File: src/rtl/ccmbf_defs.vh
// Purpose: Constants for the CCM block formatter
// Assumes: Octet 0 of a block sits in bits [127:120]
// Notes:   Definitions only
`ifndef CCMBF_DEFS_VH
`define CCMBF_DEFS_VH

`define CCMBF_FLAGS_B0      8'h59
`define CCMBF_FLAGS_AI      8'h01
`define CCMBF_BLK_OCTETS    5'h10
`define CCMBF_KIND_B0       3'h0
`define CCMBF_KIND_B1       3'h1
`define CCMBF_KIND_PLAIN    3'h2
`define CCMBF_KIND_ENC      3'h3
`define CCMBF_KIND_CTR      3'h4
`define CCMBF_ADATA_BASE    16'h000e
`define CCMBF_FIFO_DEPTH    16
`define CCMBF_FIFO_AW       4

`endif

File: src/rtl/ccmbf_mem.v
// Purpose: Small dual-port memory for the block FIFO
// Assumes: One write and one read port on one clock
// Notes:   Read data come out of a register
`timescale 1ns/1ps

module ccmbf_mem #(
  parameter WIDTH = 131,
  parameter DEPTH = 16,
  parameter AW    = 4
) (
  input  wire             clk,
  input  wire             wr_en,
  input  wire [AW-1:0]    wr_addr,
  input  wire [WIDTH-1:0] wr_data,
  input  wire [AW-1:0]    rd_addr,
  output reg  [WIDTH-1:0] rd_data_q
);

  reg [WIDTH-1:0] mem [0:DEPTH-1];

  always @(posedge clk) begin
    if (wr_en) begin
      mem[wr_addr] <= wr_data;
    end
    rd_data_q <= mem[rd_addr];
  end

endmodule // ccmbf_mem

File: src/rtl/ccmbf_fifo.v
// Purpose: Block FIFO between the formatter and the AES core
// Assumes: Single clock, active-low reset already synchronised
// Notes:   Output stage is a register fed from the memory
`timescale 1ns/1ps

module ccmbf_fifo #(
  parameter WIDTH = 131,
  parameter DEPTH = 16,
  parameter AW    = 4
) (
  input  wire             clk,
  input  wire             rst_n,
  input  wire             in_valid,
  output wire             in_ready,
  input  wire [WIDTH-1:0] in_data,
  output reg              out_valid_q,
  input  wire             out_ready,
  output reg  [WIDTH-1:0] out_data_q
);

  reg  [AW:0]       wr_ptr_q;
  reg  [AW:0]       rd_ptr_q;
  reg               mem_ok_q;
  wire [WIDTH-1:0]  mem_q;
  wire              full;
  wire              empty;
  wire              push;
  wire              pop_mem;
  wire              out_free;

  assign full     = (wr_ptr_q[AW-1:0] == rd_ptr_q[AW-1:0]) && (wr_ptr_q[AW] != rd_ptr_q[AW]);
  assign empty    = (wr_ptr_q == rd_ptr_q);
  assign in_ready = !full;
  assign push     = in_valid && !full;
  assign out_free = !out_valid_q || out_ready;
  // Memory read address is launched one cycle ahead of the output load
  assign pop_mem  = !empty && !mem_ok_q && out_free;

  ccmbf_mem #(.WIDTH(WIDTH), .DEPTH(DEPTH), .AW(AW)) u_mem (
    .clk       (clk),
    .wr_en     (push),
    .wr_addr   (wr_ptr_q[AW-1:0]),
    .wr_data   (in_data),
    .rd_addr   (rd_ptr_q[AW-1:0]),
    .rd_data_q (mem_q)
  );

  always @(posedge clk or negedge rst_n) begin
    if (!rst_n) begin
      wr_ptr_q    <= {(AW+1){1'b0}};
      rd_ptr_q    <= {(AW+1){1'b0}};
      mem_ok_q    <= 1'b0;
      out_valid_q <= 1'b0;
      out_data_q  <= {WIDTH{1'b0}};
    end else begin
      if (push) begin
        wr_ptr_q <= wr_ptr_q + 1'b1;
      end
      if (mem_ok_q) begin
        out_valid_q <= 1'b1;
        out_data_q  <= mem_q;
        mem_ok_q    <= 1'b0;
        rd_ptr_q    <= rd_ptr_q + 1'b1;
      end else begin
        if (out_valid_q && out_ready) begin
          out_valid_q <= 1'b0;
        end
        mem_ok_q <= pop_mem;
      end
    end
  end

endmodule // ccmbf_fifo

File: src/rtl/ccmbf_top.v
// Purpose: Forms CCM authentication and counter blocks for secure frames
// Assumes: Payload octets arrive in air order, one per cycle, valid/ready
// Notes:   Blocks leave through a FIFO towards the AES core, one per handshake
`timescale 1ns/1ps
`include "ccmbf_defs.vh"

// What this block does
// - After B0 and B1 the plain portion is cut into 16-octet blocks, then the encrypted one.
// - The last plain-portion block is zero-filled to 16 octets with 0 to 15 zero octets.
// - The last encrypted-portion block is zero-filled on its own, independent of the first.
// - Fill zeros go only to the MAC path and never back into the transmitted payload.
// - Payload octets sit in air order with the first octet in the most significant place.
// - Fill zeros of a short last block take the rightmost octet places.
// - Each counter block is flags 0x01, the 13-octet nonce and a 2-octet counter.
// - The counter starts at zero for every frame and steps by one per counter block.
// - The counter field is placed most significant octet first.
// - The nonce inside counter blocks is placed least significant octet first.
// - Counter blocks go to AES to make key stream for the MAC value and encrypted payload.
// - CCM runs with an 8-octet tag and a 2-octet length field.
// - The nonce is source, destination, temporal key id and secure frame number, in order.
// - B0 is flags 0x59, the reversed nonce and the encrypted length, high octet first.
// - B1 is the additional length, 10-octet header, offset, reserved octet and a zero.
module ccmbf_top #(
  parameter DEPTH = `CCMBF_FIFO_DEPTH,
  parameter AW    = `CCMBF_FIFO_AW
) (
  input  wire         clk,
  input  wire         rst_b,
  input  wire         frame_start,
  input  wire [15:0]  source_addr,
  input  wire [15:0]  destination_addr,
  input  wire [23:0]  temporal_key_id,
  input  wire [47:0]  secure_frame_number,
  input  wire [79:0]  mac_header,
  input  wire [15:0]  payload_len,
  input  wire [15:0]  encryption_offset,
  input  wire [7:0]   sec_reserved,
  input  wire [15:0]  ctr_blocks,
  output reg          start_ready_q,
  input  wire         pl_valid,
  input  wire [7:0]   pl_data,
  output reg          pl_ready_q,
  output reg          aes_valid_q,
  output reg  [127:0] aes_block_q,
  output reg  [2:0]   aes_kind_q,
  input  wire         aes_ready,
  output reg          frame_done_q
);

  // -----------------------------------------------------------------
  // FIFO word width and sequencer states
  // -----------------------------------------------------------------
  // FIFO word is the 3-bit block kind above the 128-bit block
  localparam WIDTH = 131;

  localparam ST_IDLE  = 3'h0;
  localparam ST_B0    = 3'h1;
  localparam ST_B1    = 3'h2;
  localparam ST_PLAIN = 3'h3;
  localparam ST_ENC   = 3'h4;
  localparam ST_CTR   = 3'h5;
  localparam ST_DONE  = 3'h6;

  // -----------------------------------------------------------------
  // Helpers
  // -----------------------------------------------------------------
  // Nonce with its least significant octet leftmost
  function [103:0] rev_nonce;
    input [103:0] n;
    integer k;
    begin
      rev_nonce = 104'h0;
      for (k = 0; k < 13; k = k + 1) begin
        rev_nonce[8*(12-k) +: 8] = n[8*k +: 8];
      end
    end
  endfunction

  // Insert one octet at position idx (0 = leftmost) of a block
  function [127:0] put_octet;
    input [127:0] blk;
    input [3:0]   idx;
    input [7:0]   oct;
    begin
      put_octet = blk;
      put_octet[8*(15-idx) +: 8] = oct;
    end
  endfunction

  // An octet closes its block when it fills the last place or ends its portion
  function block_closes;
    input [3:0] idx;
    input       last;
    begin
      block_closes = (idx == 4'hf) || last;
    end
  endfunction

  // -----------------------------------------------------------------
  // Reset release
  // -----------------------------------------------------------------
  reg rst_s1_q;
  reg rst_n_q;

  always @(posedge clk or negedge rst_b) begin
    if (!rst_b) begin
      rst_s1_q <= 1'b0;
      rst_n_q  <= 1'b0;
    end else begin
      rst_s1_q <= 1'b1;
      rst_n_q  <= rst_s1_q;
    end
  end

  // -----------------------------------------------------------------
  // Frame registers and sequencer
  // -----------------------------------------------------------------
  reg  [2:0]   state_q;
  reg  [103:0] nonce_q;
  reg  [79:0]  hdr_q;
  reg  [15:0]  eo_q;
  reg  [15:0]  mlen_q;
  reg  [7:0]   resv_q;
  reg  [15:0]  plain_left_q;
  reg  [15:0]  enc_left_q;
  reg  [15:0]  ctr_q;
  reg  [15:0]  ctr_last_q;
  reg  [127:0] acc_q;
  reg  [3:0]   pos_q;
  reg  [127:0] push_blk;
  reg  [2:0]   push_kind;
  reg          push_en;
  wire         fifo_in_ready;
  wire         fifo_out_valid;
  wire [WIDTH-1:0] fifo_out_data;
  wire         take_octet;
  wire [127:0] acc_next;
  wire         portion_last;
  wire [15:0]  left_now;
  wire         close_now;

  assign left_now     = (state_q == ST_PLAIN) ? plain_left_q : enc_left_q;
  assign take_octet   = pl_ready_q && pl_valid;
  assign acc_next     = put_octet(acc_q, pos_q, pl_data);
  assign portion_last = (left_now == 16'h0001);
  assign close_now    = take_octet && block_closes(pos_q, portion_last);

  // -----------------------------------------------------------------
  // Block source mux
  // -----------------------------------------------------------------
  always @* begin
    push_en   = 1'b0;
    push_kind = `CCMBF_KIND_B0;
    push_blk  = 128'h0;
    case (state_q)
      ST_B0: begin
        push_en  = 1'b1;
        push_blk = {`CCMBF_FLAGS_B0, rev_nonce(nonce_q), mlen_q};
      end
      ST_B1: begin
        push_en   = 1'b1;
        push_kind = `CCMBF_KIND_B1;
        // Additional length counts header, offset field, reserved and zero octets (14) plus plain octets
        push_blk  = {`CCMBF_ADATA_BASE + eo_q, hdr_q, eo_q, resv_q, 8'h00};
      end
      ST_PLAIN, ST_ENC: begin
        // Untaken octets of acc stay zero, so a short block is filled on the right
        push_en   = close_now;
        push_kind = (state_q == ST_PLAIN) ? `CCMBF_KIND_PLAIN : `CCMBF_KIND_ENC;
        push_blk  = acc_next;
      end
      ST_CTR: begin
        push_en   = 1'b1;
        push_kind = `CCMBF_KIND_CTR;
        push_blk  = {`CCMBF_FLAGS_AI, rev_nonce(nonce_q), ctr_q};
      end
      default: begin
        push_en = 1'b0;
      end
    endcase
  end

  // -----------------------------------------------------------------
  // Sequencer registers
  // -----------------------------------------------------------------
  always @(posedge clk or negedge rst_n_q) begin
    if (!rst_n_q) begin
      state_q       <= ST_IDLE;
      nonce_q       <= 104'h0;
      hdr_q         <= 80'h0;
      eo_q          <= 16'h0;
      mlen_q        <= 16'h0;
      resv_q        <= 8'h0;
      plain_left_q  <= 16'h0;
      enc_left_q    <= 16'h0;
      ctr_q         <= 16'h0;
      ctr_last_q    <= 16'h0;
      acc_q         <= 128'h0;
      pos_q         <= 4'h0;
      start_ready_q <= 1'b0;
      pl_ready_q    <= 1'b0;
      frame_done_q  <= 1'b0;
    end else begin
      frame_done_q  <= 1'b0;
      start_ready_q <= (state_q == ST_IDLE) && !frame_start;
      pl_ready_q    <= 1'b0;
      case (state_q)
        ST_IDLE: begin
          if (frame_start && start_ready_q) begin
            nonce_q      <= {source_addr, destination_addr, temporal_key_id,
                             secure_frame_number};
            hdr_q        <= mac_header;
            eo_q         <= encryption_offset;
            mlen_q       <= payload_len - encryption_offset;
            resv_q       <= sec_reserved;
            plain_left_q <= encryption_offset;
            enc_left_q   <= payload_len - encryption_offset;
            ctr_q        <= 16'h0;
            ctr_last_q   <= ctr_blocks;
            acc_q        <= 128'h0;
            pos_q        <= 4'h0;
            state_q      <= ST_B0;
          end
        end
        ST_B0: begin
          if (fifo_in_ready) begin
            state_q <= ST_B1;
          end
        end
        ST_B1: begin
          if (fifo_in_ready) begin
            state_q <= (eo_q != 16'h0) ? ST_PLAIN :
                       (mlen_q != 16'h0) ? ST_ENC : ST_CTR;
          end
        end
        ST_PLAIN, ST_ENC: begin
          // Ready drops for a cycle after each push, so it is only raised
          // when the FIFO is seen with room for the next block-closing octet
          pl_ready_q <= fifo_in_ready && !close_now;
          if (take_octet) begin
            if (close_now) begin
              acc_q <= 128'h0;
              pos_q <= 4'h0;
            end else begin
              acc_q <= acc_next;
              pos_q <= pos_q + 4'h1;
            end
            if (state_q == ST_PLAIN) begin
              plain_left_q <= plain_left_q - 16'h0001;
              if (portion_last) begin
                state_q <= (enc_left_q != 16'h0) ? ST_ENC : ST_CTR;
              end
            end else begin
              enc_left_q <= enc_left_q - 16'h0001;
              if (portion_last) begin
                state_q <= ST_CTR;
              end
            end
          end
        end
        ST_CTR: begin
          if (fifo_in_ready) begin
            ctr_q <= ctr_q + 16'h0001;
            if (ctr_q == ctr_last_q) begin
              state_q <= ST_DONE;
            end
          end
        end
        ST_DONE: begin
          frame_done_q <= 1'b1;
          state_q      <= ST_IDLE;
        end
        default: begin
          state_q <= ST_IDLE;
        end
      endcase
    end
  end

  // -----------------------------------------------------------------
  // Block FIFO and AES-side register stage
  // -----------------------------------------------------------------
  // Payload octets are only read here, never rewritten, so fill zeros stay off the air
  ccmbf_fifo #(.WIDTH(WIDTH), .DEPTH(DEPTH), .AW(AW)) u_fifo (
    .clk         (clk),
    .rst_n       (rst_n_q),
    .in_valid    (push_en),
    .in_ready    (fifo_in_ready),
    .in_data     ({push_kind, push_blk}),
    .out_valid_q (fifo_out_valid),
    .out_ready   (aes_ready),
    .out_data_q  (fifo_out_data)
  );

  // -----------------------------------------------------------------
  // AES-side outputs, taken straight from the FIFO output register
  // -----------------------------------------------------------------
  always @* begin
    aes_valid_q = fifo_out_valid;
    aes_kind_q  = fifo_out_data[130:128];
    aes_block_q = fifo_out_data[127:0];
  end

endmodule // ccmbf_top

File: config.mk
export PLATFORM = sky130hd
export DESIGN_NAME = ccmbf_top
export DESIGN_NICKNAME = d
export VERILOG_FILES = /design/src/rtl/ccmbf_mem.v /design/src/rtl/ccmbf_fifo.v /design/src/rtl/ccmbf_top.v
export VERILOG_INCLUDE_DIRS = /design/src /design/src/rtl
export SDC_FILE = /design/constraint.sdc
export NUM_CORES = 2
export LEC_CHECK = 0
export BUFFER_PORTS_ARGS = -buffer_cell sky130_fd_sc_hd__buf_2
export CAP_MARGIN = 25
export CORE_ASPECT_RATIO = 1.25
export CORE_UTILIZATION = 60
export DETAILED_ROUTE_END_ITERATION = 7
export PLACE_DENSITY = 0.78
export SETUP_SLACK_MARGIN = 0.3
export SLEW_MARGIN = 20
export SYNTH_ARGS = -nofsm -noshare
export SYNTH_HDL_FRONTEND = slang
export SYNTH_SLANG_ARGS = --single-unit
File: constraint.sdc
create_clock -name clk -period 23.4 [get_ports clk]
set_clock_uncertainty 0.2 [all_clocks]
set_input_delay 2.34 -clock clk [delete_from_list [all_inputs] [get_ports clk]]
set_output_delay 2.34 -clock clk [all_outputs]
set_load 0.01 [all_outputs]
======== After elaboration in Yosys (flattened, before gate mapping) ========
Memories as Yosys holds them, arrays and structs flattened. A register that Yosys moved wholly into a read port is not among the register bits.
Cells that the tools add are included.
word-level totals
  register bits ........................... 571
  output and inout bits ................... 135
  word-level logic and storage cells ...... 134
  memories ................................ 1
  memory bits (writable) .................. 2096
operators by class
  reduce and logical (&&, ||, !) cells .... 33
  muxes and demuxes ....................... 45
  equal/unequal tests ..................... 21
  shift-type cells ........................ 2
  add/subtract/negate cells ............... 10
memory list
  memory            words  bits a word  rd ports  clocked after Yosys merged registers in  wr ports  RTL line        text
  u_fifo.u_mem.mem  16     131          1         1                                        1         ccmbf_mem.v:19  reg [WIDTH-1:0] mem [0:DEPTH-1];
operator list
  operator                    number
  $pmux W128 S4               1
  $mux W128                   3
  $pmux W128 S2               1
  $mux W16                    9
  $bwmux W128                 1
  $shift A8 B34 Y128 const A  1
  $shiftx A8 B34 Y128         1
  $pmux W16 S2                3
  $reduce_bool A16 Y1         3
  $neg A32 Y34                1
  $sub A16 B1 Y16 const B     2
  $mux W3                     10
  $add A16 B1 Y16 const B     1
  $add A4 B16 Y16 const A     1
  $eq A16 B1 Y1 const B       1
  $eq A16 B16 Y1              1
  $ne A2 B2 Y1 const B        8
  $sub A16 B16 Y16            1
  $pmux W3 S5                 1
  $mux W4                     3
  $add A5 B1 Y5 const B       2
  $logic_and A1 B1 Y1         10
  $mux W1                     10
  $eq A3 B3 Y1 const B        3
  other kinds (22)            33

======== Depth between registers and ports, before layout ========
  word-level depth ........................ 9
  depth in mapped cells ................... 12

======== By module ========
From an unflattened synthesis, not the netlist that was laid out.
second synthesis, totals
  cells, all modules ...................... 6362
  area, all modules ....................... 108341.4 um2
modules (own cells, without submodules)
  module      area an instance (um2)  cells an instance  sequential area each (um2)  instances
  ccmbf_mem   81336.8                 3419               65562.9                     1
  ccmbf_top   21584.5                 2619               10710.3                     1
  ccmbf_fifo  5420.2                  324                3578.4                      1

======== Least setup slack after synthesis ========
No wires, ideal clock.
  kind .................................... input-to-reg
  start point ............................. input pl_valid
  end point ............................... memory u_fifo.u_mem.mem[11][0], enable pin
  arrival ................................. 6.221 ns
  stages on the path ...................... 6
  required time ........................... 22.693 ns
  path slack .............................. 16.472 ns
  setup time .............................. 0.507 ns
  path through ............................ nand2_1 -> a21oi_1 -> o21bai_1 -> a31oi_4 -> and2b_1 -> and3_1
between the ends
  cells in the longest elaborated chain, start to end .. 6
ends and longest elaborated chain
  item                           RTL line         text
  from (decl)                    ccmbf_top.v:40   input wire pl_valid,
  $logic_and A1 B1 Y1            ccmbf_top.v:143  assign take_octet = pl_ready_q && pl_valid;
  $logic_and A1 B1 Y1            ccmbf_top.v:146  assign close_now = take_octet && block_closes(pos_q, portion_last);
  $pmux W1 S2                    ccmbf_top.v:155  case (state_q)
  $logic_and A1 B1 Y1            ccmbf_fifo.v:34  assign push = in_valid && !full;
  $mux W1                        ccmbf_mem.v:22   if (wr_en) begin
  $mux W1 (not written as such)  ccmbf_mem.v:23   mem[wr_addr] <= wr_data;
  to (decl)                      ccmbf_mem.v:19
No other way between the ends.

======== Final worst setup path ========
  start point ............................. register u_fifo.rd_ptr_q[3]
  end point ............................... memory u_fifo.u_mem.mem[6][78], enable pin
between the ends
  cells in the longest elaborated chain, start to end .. 6
ends and longest elaborated chain
  item                           RTL line         text
  from (decl)                    ccmbf_fifo.v:22  reg [AW:0] rd_ptr_q;
  from (signal assigned)         ccmbf_fifo.v:51  rd_ptr_q <= {(AW+1){1'b0}};
  from (signal assigned)         ccmbf_fifo.v:63  rd_ptr_q <= rd_ptr_q + 1'b1;
  $eq A4 B4 Y1                   ccmbf_fifo.v:31  assign full = (wr_ptr_q[AW-1:0] == rd_ptr_q[AW-1:0]) && (wr_ptr_q[AW] != rd_ptr_q[AW]);
  $logic_and A1 B1 Y1            ccmbf_fifo.v:31
  $logic_not A1 Y1               ccmbf_fifo.v:34
  $logic_and A1 B1 Y1            ccmbf_fifo.v:34
  $mux W1                        ccmbf_mem.v:22
  $mux W1 (not written as such)  ccmbf_mem.v:23
No other way between the ends.

==> summary.md <==
| Metric | Value |
|---|---|
| Main combinational cell family by area after synthesis | multiplexers |
| Core area | 0.178 sq mm |
| Synth area leaders | edfxtp_1 (58%), mux4_2 (14%), dfrtp_1 (13%) |
| Share of layout cells above drive strength 1 | 26.5% |
| Synth Area in Compound Gates | 4.02% |
| Reg-to-Reg End | u_fifo.u_mem.mem[6][78]$_DFFE_PP_ |
| Sequential area share after synthesis | 73.8% |
| Syn Inst Count | 5959 |
| Post-synthesis simple-gate area fraction | 4.81% |
| Synth-to-layout area growth | 12.7% |
| Initial core utilization | 60.7% |
| Max Slew Vio Count | 0 |
| Top cell type's share of synthesized area | 58.2% |
| Worst Tran Pin Value | 1210 ps |
| Total Routing Usage GR | 32.2% |
| WP data required | 23720 ps |
| Clock Tree Root | clkbuf_16 |
| Critical Path Most Common Cell | buf_4 |
| Leak | 0.0435 uW |
| Max Cap Viol | 0 |
| Max IR drop VDD | 0.122 mV |
| Post-CTS setup repair buffer count | 0 |
| FF-to-FF Start | u_fifo.rd_ptr_q[3]$_DFFE_PN0P_ |
| IO buf count | 387 |
| CP startpoint kind | flip-flop |
| Highest Clock Rate | 0.172 GHz |
| I/O Pins | 388 |
| Multiplexer area fraction after synthesis | 15.2% |
| Worst setup EP type | flip-flop |
| Library cells used by synthesis | 85 |
| DP HPWL | 164 mm |
| Design Power | 16300 uW |
| Clock Pin Slew Worst Setup and Hold Paths | 60 ps |
| Critical path buffers and inverters | 3 |
| CP max FO | 48 |
| FP Rows | 173 |
| Worst setup margin | 17590 ps |
| Nets | 6725 |
| Num CTS Buffers | 278 |
| Post-DR vias/cell | 6.79 |
| Pre-antenna DRT Iters | 8 |
| #FFs+latches synth | 2798 |
| Final setup TNS | 0 ps |
| Chip width | 382 um |
| Asr flop ratio synth | 20.4% |
| Mean Syn Cell Area | 18.2 sq um |
| Routed WL per cell | 32.4 um |
| Critical path type | flip-flop to flip-flop |
| Critical path cell sequence | xor2_1 > nor4_1 > and2_1 > o21bai_1 > a31oi_4 > and4b_4 > buf_12 > buf_4 > buf_4 |
| Worst skew pair latency | 950 ps |
| GP Congestion | 0.912 |
| Yosys warns | 0 |
| Adder-cell area share of the yosys netlist | 0.319% |
| TritonCTS clock tree | yes |
| Max incr delay on CP | 1140 ps |
| Slowest cell on crit path | dfrtp_4 |
| Synthesized Nets | 6239 |
| Vias in the first global route | 61162 |
| Crit-path leading delay family | buffers and inverters |
| R2r worst-path depth | 9 |
| Global-route wire length before repair | 421 mm |
| Setup violators final | 0 |
| Post-route ant nets | 0 |
| XOR/XNOR Fraction of Synth Area | 0.526% |
| Iteration-0 DRC Markers | 8725 |
| Dpl ws | 16590 ps |
| CP arrival | 6120 ps |
| Status | finished clean |
| Power density over the cells | 133 mW/mm^2 |
| Largest net degree at the start of global routing | 170 |
| H-tree level count | 5 |
| Post-synth EDFFs | 2096 |
| Crit path to | u_fifo.u_mem.mem[6][78]$_DFFE_PP_ |
| R2r setup slk | 17590 ps |
| Initial antenna violation count | 18 |
| Worst Setup SP | u_fifo.rd_ptr_q[3]$_DFFE_PN0P_ |
| Synth Flop Type | edfxtp_1 |
| Final Hold Vio Count | 0 |
| CTS Buffer Depth | 4 |
| Total Routed Length | 292 mm |
| Hold Crit Class | flip-flop to flip-flop |
| Cell area after synthesis | 0.108 sq mm |
| DRC errors left | 0 |
| TritonCTS Sinks | 2798 |
| Synth area leader | edfxtp_1 |
| RSZ-0062 raised after global routing | false |
| DIE HEIGHT | 477 um |
| Hold Buf Count CTS | 0 |
| Gr ovfl total | 0 |
| Part of the cycle the worst path needs | 24.8% |
| Stages on worst setup path | 9 |
| Post-CTS resize count | 0 |
| Die Area | 0.182 sq mm |
| Via count | 61236 |
| Min Clock Period, post-route | 5810 ps |
| Slew HR | 18.7% |
==> synthesized netlist by cell type, types with 54 or more instances <==
| library cell | number |
|---|---|
| mux2_2 | 132 |
| edfxtp_1 | 2096 |
| clkbuf_1 | 282 |
| nand3_1 | 69 |
| a22oi_1 | 85 |
| dfxtp_1 | 131 |
| nor2_1 | 153 |
| mux4_2 | 655 |
| o21ai_0 | 190 |
| a22o_1 | 54 |
| nand2_1 | 842 |
| dfrtp_1 | 571 |
| a21oi_1 | 153 |
==> how the worst min path moves through the flow <==
| stage | from | endpoint | slack [ps] | depth (start not counted) |
|---|---|---|---|---|
| 2_1_floorplan | rst_s1_q$_DFF_PN0_ | rst_n_q$_DFF_PN0_ | 130 | 0 |
| 3_3_place_gp | rst_s1_q$_DFF_PN0_ | rst_n_q$_DFF_PN0_ | 140 | 0 |
| 3_5_place_dp | rst_s1_q$_DFF_PN0_ | rst_n_q$_DFF_PN0_ | 140 | 0 |
| 4_1_cts | rst_s1_q$_DFF_PN0_ | rst_n_q$_DFF_PN0_ | 160 | 0 |
| 5_1_grt | rst_s1_q$_DFF_PN0_ | rst_n_q$_DFF_PN0_ | 160 | 0 |
| 6_report | rst_s1_q$_DFF_PN0_ | rst_n_q$_DFF_PN0_ | 150 | 0 |
==> worst register-to-register path, stage by stage, from the launching register on <==
cell	delay, ps
dfrtp_4	1140
xor2_1	250
nor4_1	140
and2_1	260
o21bai_1	290
a31oi_4	400
and4b_4	610
buf_12	310
buf_4	880
buf_4	900
==> logic make-up (layout without fill, tap and decap cells) <==
kind of cell | after synthesis | count (layout)
AOI/OAI and AO/OA | 652 | 652
xor gates and xnor gates | 65 | 65
other | 1 | 10
adders and majority gates | 27 | 27
buffers and inverters | 372 | 1056
and+or+nand+nor | 1238 | 1238
muxes | 806 | 806
DFF | 2798 | 2798
==> flip-flops by register name, summed over array words and instances, names as in the netlist, 3 cells and up <==
| register | cells |
|---|---|
| acc_q | 128 |
| u_fifo.wr_ptr_q | 5 |
| u_fifo.out_data_q | 131 |
| ctr_q | 16 |
| nonce_q | 104 |
| mlen_q | 16 |
| hdr_q | 80 |
| eo_q | 16 |
| u_fifo.rd_ptr_q | 5 |
| resv_q | 8 |
| enc_left_q | 16 |
| plain_left_q | 16 |
| pos_q | 4 |
| u_fifo.u_mem.rd_data_q | 131 |
| state_q | 3 |
| ctr_last_q | 16 |
| u_fifo.u_mem.mem | 2096 |
==> placed cells by master, fill, tap and decap left out, types with 11 or more instances in the layout <==
cell type  instances
clkinv_1          39
mux2i_1           19
and3_1            15
edfxtp_1        2096
bufinv_16         18
xnor2_1           23
and2_1            15
xor2_1            42
buf_2            389
a22oi_1           85
dfrtp_1          565
nor2_1           150
o21ai_1           21
ha_1              26
clkbuf_1          75
dfxtp_1          131
a221o_1           36
nand4_1           14
clkbuf_16        287
nand2_1          841
a21oi_1          153
a22o_1            54
clkbuf_8          14
buf_4            136
nor4_1            16
nand3_1           69
nand2b_1          11
nor3_1            34
mux4_2           655
clkinv_2          27
o21ai_0          172
inv_1             36
mux2_2           132
a32o_1            17
o2bb2ai_1         25
==> routing by layer <==
metal | global-route usage [%] | share of wire, %
met3 | 8.89 | 13
met5 | 0 | 0.048
met1 | 43.7 | 36
met2 | 50.1 | 48
met4 | 12.4 | 4.1
==> final cells by class <==
cell class | instances | area (sq um)
sequential | 2798 | 79900
clock buffer | 376 | 7660
clock inverter | 102 | 960
multi-input combinational | 2789 | 27100
timing repair buffer | 542 | 3310
inverter | 36 | 135
tap | 2362 | 2960
antenna | 9 | 22.5
fill | 10799 | 56300
==> report_power, final <==
group | leakage, uW | internal, uW | switching [uW]
combinational | 0.0116 | 1910 | 2830
clock | 0.00418 | 2490 | 1830
sequential | 0.0277 | 6640 | 561
total | 0.0435 | 11000 | 5220
==> through the flow <==
stage,std cells,utilization [%],area [sq um],hold slack [ps]
after global routing,9006,68.4,122000,157
after detailed placement,8521,63.5,113000,140
final,9014,68.4,122000,154
after global placement,8514,63.4,113000,141
after floorplan,5959,-,108000,131
after CTS,8999,68.3,122000,157
Power figures use the tool's default switching activity.
